**src/hw/scd_map.svh**
```systemverilog
// scd_map.svh: register offsets, field positions, reset values and counts
// for the system clock divider and source select block.
// assumes: included by bare name from design files; definitions only.
`ifndef SCD_MAP_SVH
`define SCD_MAP_SVH

// register byte offsets on the bus
`define SCD_OFS_MODE      8'h00
`define SCD_OFS_SRC_CMD   8'h04
`define SCD_OFS_STATUS    8'h08

// clock_mode_register divider field
`define SCD_DIV_LSB       2
`define SCD_DIV_MSB       3
`define SCD_DIV_DEFAULT   2'h3

// source command bits
`define SCD_CMD_CERAMIC   0
`define SCD_CMD_RC        1

// status layout
`define SCD_ST_SRC_LSB    0
`define SCD_ST_DIV_LSB    2
`define SCD_ST_PHASE_LSB  4
`define SCD_ST_MCYC_LSB   16

// counts
`define SCD_INST_DIV      2'h3
`define SCD_RING_DIV      4'h4

`endif

```
**src/hw/scd_pkg.sv**
```systemverilog
// scd_pkg: types shared by the clock divider and source select block.
// assumes: compiled before every module that uses it.
package scd_pkg;

  // operation source currently driving the system clock
  typedef enum logic [1:0] {
    SCD_SRC_RING,
    SCD_SRC_CERAMIC,
    SCD_SRC_RC
  } scd_source_t;

endpackage

```
**src/hw/scd_sync.sv**
```systemverilog
// scd_sync: two-flop synchroniser with a rising-edge pulse on its output.
// assumes: i_async comes from a pin outside the i_clock domain.
`timescale 1ns/1ps
module scd_sync (
  input  wire logic i_clock,
  input  wire logic i_rst,
  input  wire logic i_async,
  output logic      o_level,
  output logic      o_rise
);
  logic meta_r;
  logic sync_r;
  logic prev_r;

  // first flop feeds only the second one
  always_ff @(posedge i_clock or posedge i_rst) begin
    if (i_rst) begin
      meta_r <= 1'b0;
      sync_r <= 1'b0;
      prev_r <= 1'b0;
    end else begin
      meta_r <= i_async;
      sync_r <= meta_r;
      prev_r <= sync_r;
    end
  end

  // edge detect on the synchronised level only
  assign o_level = sync_r;
  assign o_rise  = sync_r & ~prev_r;
endmodule

```
**src/hw/scd_clock_select.sv**
```systemverilog
// scd_clock_select: source selection, system clock divider and
// instruction clock generation, with an AHB-Lite register slave.
// assumes: one clock i_clock at 40 MHz; the oscillator pin is slow
// against it and is sampled; clocks are carried as one-cycle ticks.
//
// Contract
// - mode bits 3:2 divide the source by 1, 2, 4 or 8
// - reset and return from back-up load divide-by-8 default
// - instruction clock ticks once every three system clock ticks
// - each instruction clock period counts as one machine cycle
// - on-chip ring oscillator drives the system until software selects
// - ceramic op switches source to the oscillator input path
// - rc op switches source to the rc oscillator on that input
`timescale 1ns/1ps
`include "scd_map.svh"
module scd_clock_select (
  input  wire logic               i_clock,
  input  wire logic               i_rst,
  input  wire logic               i_osc_in,
  input  wire logic               i_backup_return,
  input  wire logic               i_hsel,
  input  wire logic [31:0]        i_haddr,
  input  wire logic [1:0]         i_htrans,
  input  wire logic               i_hwrite,
  input  wire logic [2:0]         i_hsize,
  input  wire logic [31:0]        i_hwdata,
  input  wire logic               i_hready,
  output logic      [31:0]        o_hrdata,
  output logic                    o_hreadyout,
  output logic                    o_hresp,
  output logic                    o_sys_tick,
  output logic                    o_inst_tick,
  output scd_pkg::scd_source_t    o_source,
  output logic      [1:0]         o_div_sel
);
  import scd_pkg::*;

  // bus state
  logic        wr_pend_r;
  logic [7:0]  wr_addr_r;
  logic [31:0] hrdata_r;
  // control and status state
  logic [1:0]  mode_div_r;
  logic [1:0]  act_div_r;
  scd_source_t source_r;
  logic [3:0]  ring_cnt_r;
  logic [2:0]  src_cnt_r;
  logic [1:0]  phase_r;
  logic [15:0] mcyc_r;
  logic        sys_tick_r;
  logic        inst_tick_r;

  // next values
  logic [1:0]  mode_div_nxt;
  logic [1:0]  act_div_nxt;
  scd_source_t source_nxt;
  logic [3:0]  ring_cnt_nxt;
  logic [2:0]  src_cnt_nxt;
  logic [1:0]  phase_nxt;
  logic [15:0] mcyc_nxt;

  // decode wires
  wire         addr_ph;
  wire         wr_mode;
  wire         wr_cmd;
  wire         osc_level;
  wire         osc_rise;
  wire         ring_tick;
  wire         src_tick;
  wire [2:0]   div_limit;
  wire         sys_tick;
  wire         inst_tick;
  wire [31:0]  rd_mux;
  wire [7:0]   rd_addr;
  logic        src_tick_sel;

  // oscillator pin passes two flops before use
  scd_sync u_osc_sync (
    .i_clock (i_clock),
    .i_rst   (i_rst),
    .i_async (i_osc_in),
    .o_level (osc_level),
    .o_rise  (osc_rise)
  );

  // address phase and data phase write decode
  assign addr_ph = i_hsel & i_htrans[1] & i_hready;
  assign rd_addr = i_haddr[7:0];
  assign wr_mode = wr_pend_r & (wr_addr_r == `SCD_OFS_MODE);
  assign wr_cmd  = wr_pend_r & (wr_addr_r == `SCD_OFS_SRC_CMD);

  // read mux, sampled at the address phase; unmapped reads zero
  assign rd_mux =
    (rd_addr == `SCD_OFS_MODE)    ? {28'h0, mode_div_r, 2'h0} :
    (rd_addr == `SCD_OFS_SRC_CMD) ? {30'h0, source_r} :
    (rd_addr == `SCD_OFS_STATUS)  ? {mcyc_r, 10'h0, phase_r,
                                     act_div_r, source_r} :
    32'h0;

  // bus slave: zero wait states, always OKAY
  always_ff @(posedge i_clock or posedge i_rst) begin
    if (i_rst) begin
      wr_pend_r <= 1'b0;
      wr_addr_r <= 8'h00;
      hrdata_r  <= 32'h0;
    end else begin
      wr_pend_r <= addr_ph & i_hwrite;
      wr_addr_r <= i_haddr[7:0];
      if (addr_ph & ~i_hwrite) begin
        hrdata_r <= rd_mux;
      end
    end
  end

  // mode field: back-up return loads default over a software write
  always_comb begin
    mode_div_nxt = mode_div_r;
    if (i_backup_return) begin
      mode_div_nxt = `SCD_DIV_DEFAULT;
    end else if (wr_mode) begin
      mode_div_nxt = i_hwdata[`SCD_DIV_MSB:`SCD_DIV_LSB];
    end
  end

  // source select: first op wins and then sticks until reset
  always_comb begin
    source_nxt = source_r;
    if (wr_cmd && source_r == SCD_SRC_RING) begin
      if (i_hwdata[`SCD_CMD_CERAMIC]) begin
        source_nxt = SCD_SRC_CERAMIC;
      end else if (i_hwdata[`SCD_CMD_RC]) begin
        source_nxt = SCD_SRC_RC;
      end
    end
  end

  // on-chip ring oscillator modelled as a free divider of i_clock
  assign ring_tick = (ring_cnt_r == (`SCD_RING_DIV - 4'h1));
  always_comb begin
    ring_cnt_nxt = ring_tick ? 4'h0 : ring_cnt_r + 4'h1;
  end

  // active source tick
  always_comb begin
    case (source_r)
      SCD_SRC_RING:    src_tick_sel = ring_tick;
      SCD_SRC_CERAMIC: src_tick_sel = osc_rise;
      SCD_SRC_RC:      src_tick_sel = osc_rise;
      default:         src_tick_sel = ring_tick;
    endcase
  end
  assign src_tick = src_tick_sel;

  // divider: limit is 2^n - 1, giving 2^n source ticks per system tick
  assign div_limit = (act_div_r == 2'h0) ? 3'h0 :
                     (act_div_r == 2'h1) ? 3'h1 :
                     (act_div_r == 2'h2) ? 3'h3 : 3'h7;
  assign sys_tick  = src_tick & (src_cnt_r >= div_limit);

  // new divider only taken at the end of a full period
  always_comb begin
    src_cnt_nxt = src_cnt_r;
    act_div_nxt = act_div_r;
    if (sys_tick) begin
      src_cnt_nxt = 3'h0;
      act_div_nxt = mode_div_r;
    end else if (src_tick) begin
      src_cnt_nxt = src_cnt_r + 3'h1;
    end
  end

  // instruction clock: one tick per three system ticks
  assign inst_tick = sys_tick & (phase_r == (`SCD_INST_DIV - 2'h1));
  always_comb begin
    phase_nxt = phase_r;
    mcyc_nxt  = mcyc_r;
    if (inst_tick) begin
      phase_nxt = 2'h0;
      mcyc_nxt  = mcyc_r + 16'h1;
    end else if (sys_tick) begin
      phase_nxt = phase_r + 2'h1;
    end
  end

  // control and timing state
  always_ff @(posedge i_clock or posedge i_rst) begin
    if (i_rst) begin
      mode_div_r  <= `SCD_DIV_DEFAULT;
      act_div_r   <= `SCD_DIV_DEFAULT;
      source_r    <= SCD_SRC_RING;
      ring_cnt_r  <= 4'h0;
      src_cnt_r   <= 3'h0;
      phase_r     <= 2'h0;
      mcyc_r      <= 16'h0;
      sys_tick_r  <= 1'b0;
      inst_tick_r <= 1'b0;
    end else begin
      mode_div_r  <= mode_div_nxt;
      act_div_r   <= act_div_nxt;
      source_r    <= source_nxt;
      ring_cnt_r  <= ring_cnt_nxt;
      src_cnt_r   <= src_cnt_nxt;
      phase_r     <= phase_nxt;
      mcyc_r      <= mcyc_nxt;
      sys_tick_r  <= sys_tick;
      inst_tick_r <= inst_tick;
    end
  end

  // outputs
  assign o_hrdata    = hrdata_r;
  assign o_hreadyout = 1'b1;
  assign o_hresp     = 1'b0;
  assign o_sys_tick  = sys_tick_r;
  assign o_inst_tick = inst_tick_r;
  assign o_source    = source_r;
  assign o_div_sel   = act_div_r;

  // level output of the synchroniser is not needed beyond the edge
  wire unused_ok = osc_level | (|i_hsize);
endmodule

```
**config.mk**
```make
export PLATFORM = sky130hd
export DESIGN_NAME = scd_clock_select
export DESIGN_NICKNAME = d
export VERILOG_FILES = /design/src/hw/scd_pkg.sv /design/src/hw/scd_sync.sv /design/src/hw/scd_clock_select.sv
export VERILOG_INCLUDE_DIRS = /design/src /design/src/hw
export SDC_FILE = /design/constraint.sdc
export NUM_CORES = 1
export LEC_CHECK = 0
export BUFFER_PORTS_ARGS = -buffer_cell sky130_fd_sc_hd__clkbuf_2
export CAP_MARGIN = 30
export CORE_ASPECT_RATIO = 0.8
export CORE_MARGIN = 1
export CORE_UTILIZATION = 26
export CTS_BUF_LIST = sky130_fd_sc_hd__clkbuf_4
export DETAILED_ROUTE_END_ITERATION = 7
export PLACE_DENSITY = 0.47
export SKIP_LAST_GASP = 1
export SLEW_MARGIN = 30
export SYNTH_ARGS = -nofsm -noshare
export SYNTH_HDL_FRONTEND = slang
export SYNTH_SLANG_ARGS = --single-unit
export TNS_END_PERCENT = 10
```
**constraint.sdc**
```tcl
create_clock -name i_clock -period 6.41 [get_ports i_clock]
set_clock_uncertainty 0.15 [all_clocks]
set_input_delay 1.282 -clock i_clock [delete_from_list [all_inputs] [get_ports i_clock]]
set_output_delay 1.282 -clock i_clock [all_outputs]
set_load 0.01 [all_outputs]
```
Yosys cells after proc, flatten, opt, wreduce, memory -nomap -nowiden
Index checks and enable logic that the tools add are counted.

storage, ports and cells
  input bits = 76
  bits in registers = 77
  word-level logic and storage cells = 67

operators by class
  multiplexer cells = 16
  add/subtract/negate cells = 4
  eq/ne operators = 9
  magnitude comparators = 1
  bitwise operators = 11
  reductions and logical operators = 11

operators by type and width
  cell                                                  number
  two-way mux 32 bit                                    3
  adder 16 x 1 -> 16 bit (second input constant)        1
  equality test 8 x 3 -> 1 bit (second input constant)  2
  zero test 8 bit                                       2
  two-way mux 3 bit                                     5
  two-way mux 2 bit                                     6
  bitwise AND 1 bit                                     9
  equality test 8 x 4 -> 1 bit (second input constant)  1
  nonzero test 2 bit                                    4
  equality test 2 bit (second input constant)           3
  adder 4 x 1 -> 4 bit (second input constant)          1
  equality test 2 x 1 -> 1 bit (second input constant)  2
  equality test 4 x 2 -> 1 bit (second input constant)  1
  zero test 2 bit                                       2
  two-way mux 4 bit                                     1
  adder 3 x 1 -> 3 bit (second input constant)          1
  >= comparator 3 bit                                   1
  adder 2 x 1 -> 2 bit (second input constant)          1
  inverter 1 bit                                        2
  AND reduction 2 bit                                   1
  OR reduction 2 bit                                    1
  logical AND 1 bit                                     1
  two-way mux 1 bit                                     1

Depth between registers and ports, before layout
Gate-level depths: netlist of the first run.

  depth in word-level cells = 8
  gate-level depth with buffers = 8
  mapped depth without buffers = 6

By module
A second synthesis of the first run with hierarchy kept.

second synthesis, totals
  cell total of the unflattened synthesis = 232
  area, all modules = 2966.6 um2

modules (own cells, without submodules)
  module            cells each  instances  area each (um2)
  scd_clock_select  227         1          2874.0
  scd_sync          5           1          92.6

Least setup slack after synthesis of the first run
OpenSTA, ideal clock, no wires.

  path type = input-to-reg
  start point = in i_hwrite
  end point = reg hrdata_r[16] (netlist: o_hrdata[16])
  path buffers = 1
  data arrival time = 2259 ps
  cell stages on the path = 4
  setup slack = 3936 ps
  library setup time = 65 ps
  cell sequence = nand4b_4 > nor4_4 > buf_2 > a22o_1

on the way
  word-level cells in the longest chain between the ends = 2

RTL lines
  item                    line                     text
  start: declaration      scd_clock_select.sv:24   input wire logic i_hwrite,
  inverter 1 bit          scd_clock_select.sv:109  if (addr_ph & ~i_hwrite) begin
  bitwise AND 1 bit       scd_clock_select.sv:109
  end signal: assignment  scd_clock_select.sv:110  hrdata_r <= rd_mux;
  end: declaration        scd_clock_select.sv:41   logic [31:0] hrdata_r;

No other way between the ends.
A chain may end at the register's enable or synchronous reset.

Final worst setup path of the first run
Same ends and word-level chain as after synthesis.

==> impl_metrics.toml, run 1 <==
[status]
status = "completed"

[cells_and_area]
area_growth_pct = 17.0
instances_no_fill = 433
fin_util = 0.317
layout_common_cells = "dfrtp_1 (63), clkbuf_2 (47), a22o_1 (19)"
fill_cells = 1115
final_common_cell = "dfrtp_1"
nets = 367
diodes = 0
layout-drive-gt1-share = 0.325

[timing]
min_period_ns = 2.65
setup_viol = 0
fin_setup_tns_ns = 0
drv_slew = 0
whs_ns = 0.217
rsz0062_at_grt = "no"
tightest_slew_ns = 0.834
slew_headroom = 0.444
fin_crit_sh = 0.413
hold_viol_final = 0
max_freq_mhz = 377

[pwr]
p_switching_mw = 0.293
comb_power_share = 0.181
cellPowerDensity_mw_per_mm2 = 278
ir_drop_mv = 0.0933
p_sw_frac = 0.302
seqPwrFrac = 0.499
leakagePower_nw = 1.74
p_clk_frac = 0.320
p_int_mw = 0.678

[grt]
grt_pass1_vias = 1847
track_usage = 0.107
antenna_found_initial = 0
grt_max_degree = 68
overflow = 0
grt_pass1_wl_um = 9650

[worst_setup_path]
crit_arrival_ns = 2.85
end_kind = "register"
critPathMaxFanout = 26
cp-start-kind = "input port"
critPathKind = "in2reg"
crit_required_ns = 6.61

[clock_tree]
numCtsBuffers = 9
clock-sinks = 67
tritoncts = "done"
insertion_delay_ns = 0.41
postCtsSetupBuffers = 0
cts-root-buf = "clkbuf_4"
clkTransAtPathRegs_ns = 0.11
clock_path_buffers = 2
cts_max_level = 3
cts.hold.buffers_added = 0
cts_resized = 0

[floorplan]
ioPinCount = 116
fp.dieW_um = 122
die_h_um = 97.8
fp-row-count = 34
dieArea_sq_mm = 0.0119
fp.coreArea_sq_mm = 0.0110
initial_utilization = 0.271

[route]
vias = 1868
drt_iter0_drc = 104
vias_per_cell = 4.31
wirelength_um = 5690
drt-pass1-iter-count = 4
drc_errors = 0
wl_per_cell_um = 13.1
drtAntennaViolNets = 0

[logic_synthesis]
ys.flop_type = "dfrtp_1"
yosys_warnings = 0
synth_seq_area_share = 0.564
async_flop_share = 1.00
ys_ff_latch = 67
synth_edf_count = 0
synth_cells = 231
synth_area_per_cell_sq_um = 12.9
ys_types = 48
synth_area_sq_mm = 0.00298

[placement]
numPlacedInstances = 417
io_buffers = 47
dp_hpwl_um = 3940
place.gp.congestion = 0.710

[flow_run]
drv_cap = 0

[min_path]
hp-class = "reg2reg"
## power groups by stage
stage | Combinational (mW) | Clock (mW) | Sequential, mW
floorplan | 0.148 | 0 | 0.489
global placement | 0.178 | 0 | 0.493
detailed placement | 0.179 | 0 | 0.494
CTS | 0.181 | 0.326 | 0.485
global route | 0.200 | 0.341 | 0.491
finish | 0.176 | 0.311 | 0.485
## metal layers
layer / vias up / wire, um / global-route usage
li1: 913 / - / -
met4: 0 / 97 / 0.0456
met5: - / 0 / 0
met3: 8 / 278 / 0.0421
met1: 902 / 2780 / 0.145
met2: 45 / 2530 / 0.150
## synth_stat cells, types with 2 or more instances
master     n  share of area
dfrtp_1   63           0.53
a22o_1    19          0.056
xor2_1    16          0.047
nand2_1   15          0.019
buf_4     13          0.033
inv_1     11          0.014
ha_1       7          0.029
mux2_2     5          0.019
nand3_1    5         0.0084
nor2_1     5         0.0063
o21ai_0    5         0.0084
dfstp_2    4          0.035
nand4_1    4         0.0084
nor3_2     4          0.013
nor4_1     4         0.0084
nor4_4     4          0.029
nand2b_1   3         0.0063
nor2b_1    3         0.0063
nor4b_2    3          0.015
a211o_1    2         0.0059
a21oi_1    2         0.0034
and4_1     2         0.0059
buf_6      2         0.0075
clkbuf_1   2         0.0025
conb_1     2         0.0025
mux2i_1    2         0.0067
nor4b_1    2         0.0059
o31ai_1    2         0.0050
## state kept, by name, summed over array words and instances (netlist names)
register	cells
u_osc_sync.meta_r	1
phase_r	2
wr_pend_r	1
o_source	2
mode_div_r	2
ring_cnt_r	4
o_sys_tick	1
mcyc_r	16
u_osc_sync.o_level	1
o_div_sel	2
wr_addr_r	8
src_cnt_r	3
u_osc_sync.prev_r	1
o_inst_tick	1
o_hrdata	22
## logic make-up after synthesis
logic type               after synthesis  synth area share
AO/OA/AOI/OAI                         35            0.0948
XOR/XNOR                              17            0.0499
adder cells (fa/ha/maj)                7            0.0293
buffers and inverters                 29            0.0583
flip-flops                            67             0.564
multiplexers                           7            0.0256
other                                  2           0.00252
AND/OR/NAND/NOR                       67             0.176
## final cells by class
type,instances,area (sq um),area share
clock buffer,10,75.1,0.0215
clock inverter,6,80.1,0.0229
inverter,11,41.3,0.0118
multi-input combinational,145,1170,0.336
sequential,67,1680,0.482
tap,144,180,0.0516
timing repair buffer,50,262,0.0749
## stage by stage
step / cell area, sq um / worst slack, ns / power, mW
floorplan: 3020 / 3.30 / 0.637
global placement: 3330 / 3.03 / 0.671
detailed placement: 3340 / 3.27 / 0.673
CTS: 3490 / 3.73 / 0.992
global route: 3490 / 3.63 / 1.03
finish: 3490 / 3.76 / 0.972
## worst max-delay path: stages
cell and delay (ns):
clkbuf_2 0.08, nand4b_4 0.44, nor4_4 0.67, buf_6 0.23, a22o_1 0.13
## final timing paths
check / end / startpoint / slack [ns] / cells after the start
min in group asynchronous: mcyc_r[1] / i_rst / 0.93 / 3
worst max-delay path: o_hrdata[16] / i_hwrite / 3.76 / 5
max in group asynchronous: wr_addr_r[7] / i_rst / 4.62 / 3
worst min-delay path: u_osc_sync.o_level / u_osc_sync.meta_r / 0.22 / 0
worst min register to register: u_osc_sync.o_level / u_osc_sync.meta_r / 0.22 / 0
worst max register to register: phase_r[1] / o_div_sel[1] / 3.89 / 6
Note: power is estimated with default switching activity, not from simulation.
==> run 2, diff against run 1 <==
==> constraint.sdc (replaced) <==
create_clock -name i_clock -period 2.76 [get_ports i_clock]
set_clock_uncertainty 0.15 [all_clocks]
set_input_delay 0.552 -clock i_clock [delete_from_list [all_inputs] [get_ports i_clock]]
set_output_delay 0.552 -clock i_clock [all_outputs]
set_load 0.01 [all_outputs]
==> impl_metrics.toml, run 2 (synthesis gave the netlist of run 1 again) <==
[route]
vias_per_cell = 4.27
wl_per_cell_um = 13.1
drtAntennaViolNets = 0
vias = 1867
drc_errors = 0
drt-pass1-iter-count = 4
wirelength_um = 5730
drt_iter0_drc = 114

[cells_and_area]
design_area_sq_mm = 0.00357
largest_reg_flops = 22
instances_no_fill = 437
diodes = 0
layout_common_cells = "dfrtp_1 (63), clkbuf_2 (47), a22o_1 (19)"
fill_cells = 1113
area_growth_pct = 19.5
layout-drive-gt1-share = 0.338
final_common_cell = "dfrtp_1"
nets = 371

[clock_tree]
postCtsSetupBuffers = 0
clock_path_buffers = 2
clkTransAtPathRegs_ns = 0.12
insertion_delay_ns = 0.43
tritoncts = "done"
numCtsBuffers = 9
cts_resized = 0
cts_max_level = 3
clock-sinks = 67
cts-root-buf = "clkbuf_4"

[floorplan]
fp.dieW_um = 122
initial_utilization = 0.271
ioPinCount = 116
die_h_um = 97.8
dieArea_sq_mm = 0.0119
fp.coreArea_sq_mm = 0.0110
fp-row-count = 34

[timing]
whs_ns = 0.0719
max_freq_mhz = 430
hold_viol_final = 0
drv_slew = 0
fin_crit_sh = 0.843
rsz0062_at_grt = "no"
min_period_ns = 2.33
setup_viol = 0
timing.final.ws_setup_ns = 0.432
fin_setup_tns_ns = 0

[worst_setup_path]
critPathKind = "reg2reg"
critPathMaxFanout = 20
critPathSlowestCell = "dfrtp_1"
cp-start-kind = "register"
cpPeakStageDelay_ns = 0.39
cp_top_family = "simple AND/OR/NAND/NOR gates"
crit_arrival_ns = 2.50
crit_required_ns = 2.94
crit_buf_inv = 2
crit_path_cell_trace = "inv_1 -> ha_1 -> nor4b_2 -> a31oi_2 -> buf_4 -> nor2_2 -> mux2_2"
end_kind = "register"

[grt]
track_usage = 0.111
antenna_found_initial = 0
overflow = 0
grt_max_degree = 68
grt_pass1_wl_um = 9980
grt_pass1_vias = 1889

[placement]
place_ws_ns = 0.425
dp_hpwl_um = 4070
postPlaceCellArea_sq_mm = 0.00337
numPlacedInstances = 420
io_buffers = 47
place.gp.congestion = 0.706

[pwr]
cellPowerDensity_mw_per_mm2 = 674
leakagePower_nw = 1.77
ir_drop_mv = 0.293

[min_path]
hp-class = "in2reg"

[status]
status = "completed"

[flow_run]
drv_cap = 0
[run 2: cell types whose count changed in the layout (fill, tap and decap cells not counted), sizes merged]
cell | before | now
bufinv | 2 | 3
clkinv | 3 | 1
dlygate4sd3 | 0 | 1
buf | 3 | 6
clkinvlp | 1 | 2
[run 2: what timing repair did]
item	4_1_cts	5_1_grt
endpoints found under the setup margin	0	0
hold buffers	0	1
endpoints found under the hold margin	0	29
[run 2: final timing paths]
kind | start | end | slack [ns] | depth (start not counted)
worst min-delay path | i_osc_in | u_osc_sync.meta_r | 0.07 | 1
worst max register to register | o_source[0] | phase_r[0] | 0.43 | 7
min in group asynchronous | i_rst | o_inst_tick | 0.55 | 4
worst min register to register | u_osc_sync.meta_r | u_osc_sync.o_level | 0.22 | 0
max in group asynchronous | i_rst | o_div_sel[1] | 1.55 | 4
worst max-delay path | o_source[0] | phase_r[0] | 0.43 | 7
[run 2: power by group]
part | internal, mW | leakage (nW) | total [mW] | switching (mW)
logic | 0.178 | 0.799 | 0.445 | 0.267
registers | 1.06 | 0.879 | 1.12 | 0.0665
clock network | 0.470 | 0.0928 | 0.835 | 0.366
total | 1.71 | 1.77 | 2.41 | 0.700
[run 2: layout make-up]
type | count | area [sq um] | area share
clock buffers | 10 | 75.1 | 0.0210
clock inverters | 6 | 114 | 0.0319
inverters | 11 | 41.3 | 0.0116
multi-input cells | 145 | 1170 | 0.329
flip-flops and latches | 67 | 1680 | 0.471
well taps | 144 | 180 | 0.0505
repair buffers | 54 | 303 | 0.0849
[run 2: metrics by stage]
step | power, mW | utilization
5_1_grt | 2.56 | 0.324
6_report | 2.41 | 0.324
2_1_floorplan | 1.48 | -
4_1_cts | 2.45 | 0.323
3_5_place_dp | 1.60 | 0.306
3_3_place_gp | 1.59 | 0.306
[run 2: per-layer routing]
| layer | part of all wire | GRT usage | vias up |
|---|---|---|---|
| li1 | - | - | 920 |
| met1 | 0.50 | 0.149 | 906 |
| met2 | 0.44 | 0.157 | 37 |
| met3 | 0.044 | 0.0526 | 4 |
| met4 | 0.012 | 0.0313 | 0 |
| met5 | 0 | 0 | - |
==> run 3, diff against run 2 <==
--- a/config.mk
+++ b/config.mk
@@ -13,7 +13,7 @@
 export CORE_UTILIZATION = 26
 export CTS_BUF_LIST = sky130_fd_sc_hd__clkbuf_4
 export DETAILED_ROUTE_END_ITERATION = 7
-export PLACE_DENSITY = 0.47
+export PLACE_DENSITY = 0.49
 export SKIP_LAST_GASP = 1
 export SLEW_MARGIN = 30
 export SYNTH_ARGS = -nofsm -noshare
==> constraint.sdc (replaced) <==
create_clock -name i_clock -period 2 [get_ports i_clock]
set_clock_uncertainty 0.15 [all_clocks]
set_input_delay 0.4 -clock i_clock [delete_from_list [all_inputs] [get_ports i_clock]]
set_output_delay 0.4 -clock i_clock [all_outputs]
set_load 0.01 [all_outputs]
==> impl_metrics.toml, run 3 (synthesis gave the netlist of run 1 again) <==
[clock_tree]
numCtsBuffers = 9
tritoncts = "done"
cts_max_level = 3
insertion_delay_ns = 0.41
cts-root-buf = "clkbuf_4"
clkTransAtPathRegs_ns = 0.11
clock_path_buffers = 2
clock-sinks = 67

[timing]
setup_viol = 21
min_period_ns = 2.09
hold_viol_final = 0
drv_slew = 0
whs_ns = 0.0370
max_freq_mhz = 478
fin_crit_sh = 1.04
rsz0062_at_grt = "yes"
timing.final.ws_setup_ns = -0.0899

[cells_and_area]
largest_reg_flops = 22
area_growth_pct = 34.0
seqCellArea_sq_mm = 0.00168
final_common_cell = "dfrtp_1"
layout-drive-gt1-share = 0.413
design_area_sq_mm = 0.00400
fill_cells = 1068
layout_common_cells = "dfrtp_1 (63), clkbuf_2 (47), a22o_1 (19)"
multi_input_area_sq_mm = 0.00139
diodes = 0
nets = 398

[worst_setup_path]
critPathMaxFanout = 5
crit_required_ns = 2.16
critPathKind = "reg2reg"
r2r_setup_slack_ns = -0.09
crit_arrival_ns = 2.25
cp-start-kind = "register"
end_kind = "register"

[grt]
met1_usage = 0.161
track_usage = 0.114
overflow = 0
grt_max_degree = 52
grtUsageMet2 = 0.158
busiest_layer = "met1"
grt_pass1_vias = 1938
antenna_found_initial = 0
grt_pass1_wl_um = 10300
grt.met3_usage = 0.0508

[floorplan]
initial_utilization = 0.271
fp.dieW_um = 122
fp-row-count = 34
die_h_um = 97.8
dieArea_sq_mm = 0.0119
fp.coreArea_sq_mm = 0.0110
ioPinCount = 116

[flow_run]
drv_cap = 0

[pwr]
cellPowerDensity_mw_per_mm2 = 884
leakagePower_nw = 2.02
ir_drop_mv = 0.435

[status]
violations = "negative setup slack"
status = "finished, violations left"

[route]
vias = 2017
drt_iter0_drc = 90
drtAntennaViolNets = 0
drt-pass1-iter-count = 4
wirelength_um = 6310
drc_errors = 0
vias_per_cell = 4.35
wl_per_cell_um = 13.6

[min_path]
hp-class = "in2reg"

[placement]
place_ws_ns = -0.238
place.gp.congestion = 0.738
dp_hpwl_um = 4290
postPlaceCellArea_sq_mm = 0.00347
io_buffers = 47
-- run 3: cell count changes in the layout (fill, tap and decap cells not counted), sizes merged --
cell,before,now
inv,11,10
dlygate4sd3,1,10
buf,6,23
clkbuf,57,58
bufinv,3,0
clkinv,1,5
-- run 3: routing by layer --
metal	part of all wire	up-vias
met5	0	-
met4	0.0086	0
met3	0.054	5
met2	0.45	39
met1	0.49	991
li1	-	982
-- run 3: what timing repair did --
item	in CTS	in global routing
pin swaps	6	22
buffers inserted	2	3
hold buffers	9	1
gates cloned	0	1
gates resized for setup	20	18
endpoints found under the setup margin	23	23
endpoints found under the hold margin	20	1
-- run 3: layout make-up --
class | count | share of cell area
Sequential cell | 67 | 0.421
Multi-Input combinational cell | 145 | 0.349
Timing Repair Buffer | 81 | 0.147
Tap cell | 144 | 0.0451
Clock buffer | 10 | 0.0188
Inverter | 11 | 0.0113
Clock inverter | 6 | 0.00814
-- run 3: final timing paths --
kind	start	endpoint	cells past startpoint
hold / removal	i_hwdata[0]	o_source[1]	2
min in group asynchronous	i_rst	mcyc_r[11]	3
max in group asynchronous	i_rst	mcyc_r[13]	4
hold reg to reg	u_osc_sync.meta_r	u_osc_sync.o_level	0
setup reg to reg	o_div_sel[0]	mcyc_r[1]	7
setup / recovery	o_div_sel[0]	mcyc_r[1]	7
-- run 3: critical path, stage by stage, from the launching register on --
cell and delay [ns]:
dfstp_2 0.41, or2_4 0.26, ha_4 0.26, nand2b_4 0.12
a31oi_4 0.08, buf_12 0.15, nor3_2 0.20, mux2_2 0.36
-- run 3: stage by stage --
stage	util	setup TNS, ns	instances	total power [mW]
after global placement	0.315	-2.97	432	2.34
after floorplan	-	-1.62	241	2.04
after CTS	0.347	-1.74	459	3.37
final	0.363	-0.967	464	3.53
after global routing	0.363	-2.77	464	3.75
after detailed placement	0.315	-3.04	432	2.36
-- run 3: power breakdown --
group | internal, mW | total, mW | switching (mW)
logic | 0.636 | 1.23 | 0.591
clock network | 0.259 | 0.743 | 0.484
registers | 1.46 | 1.56 | 0.104
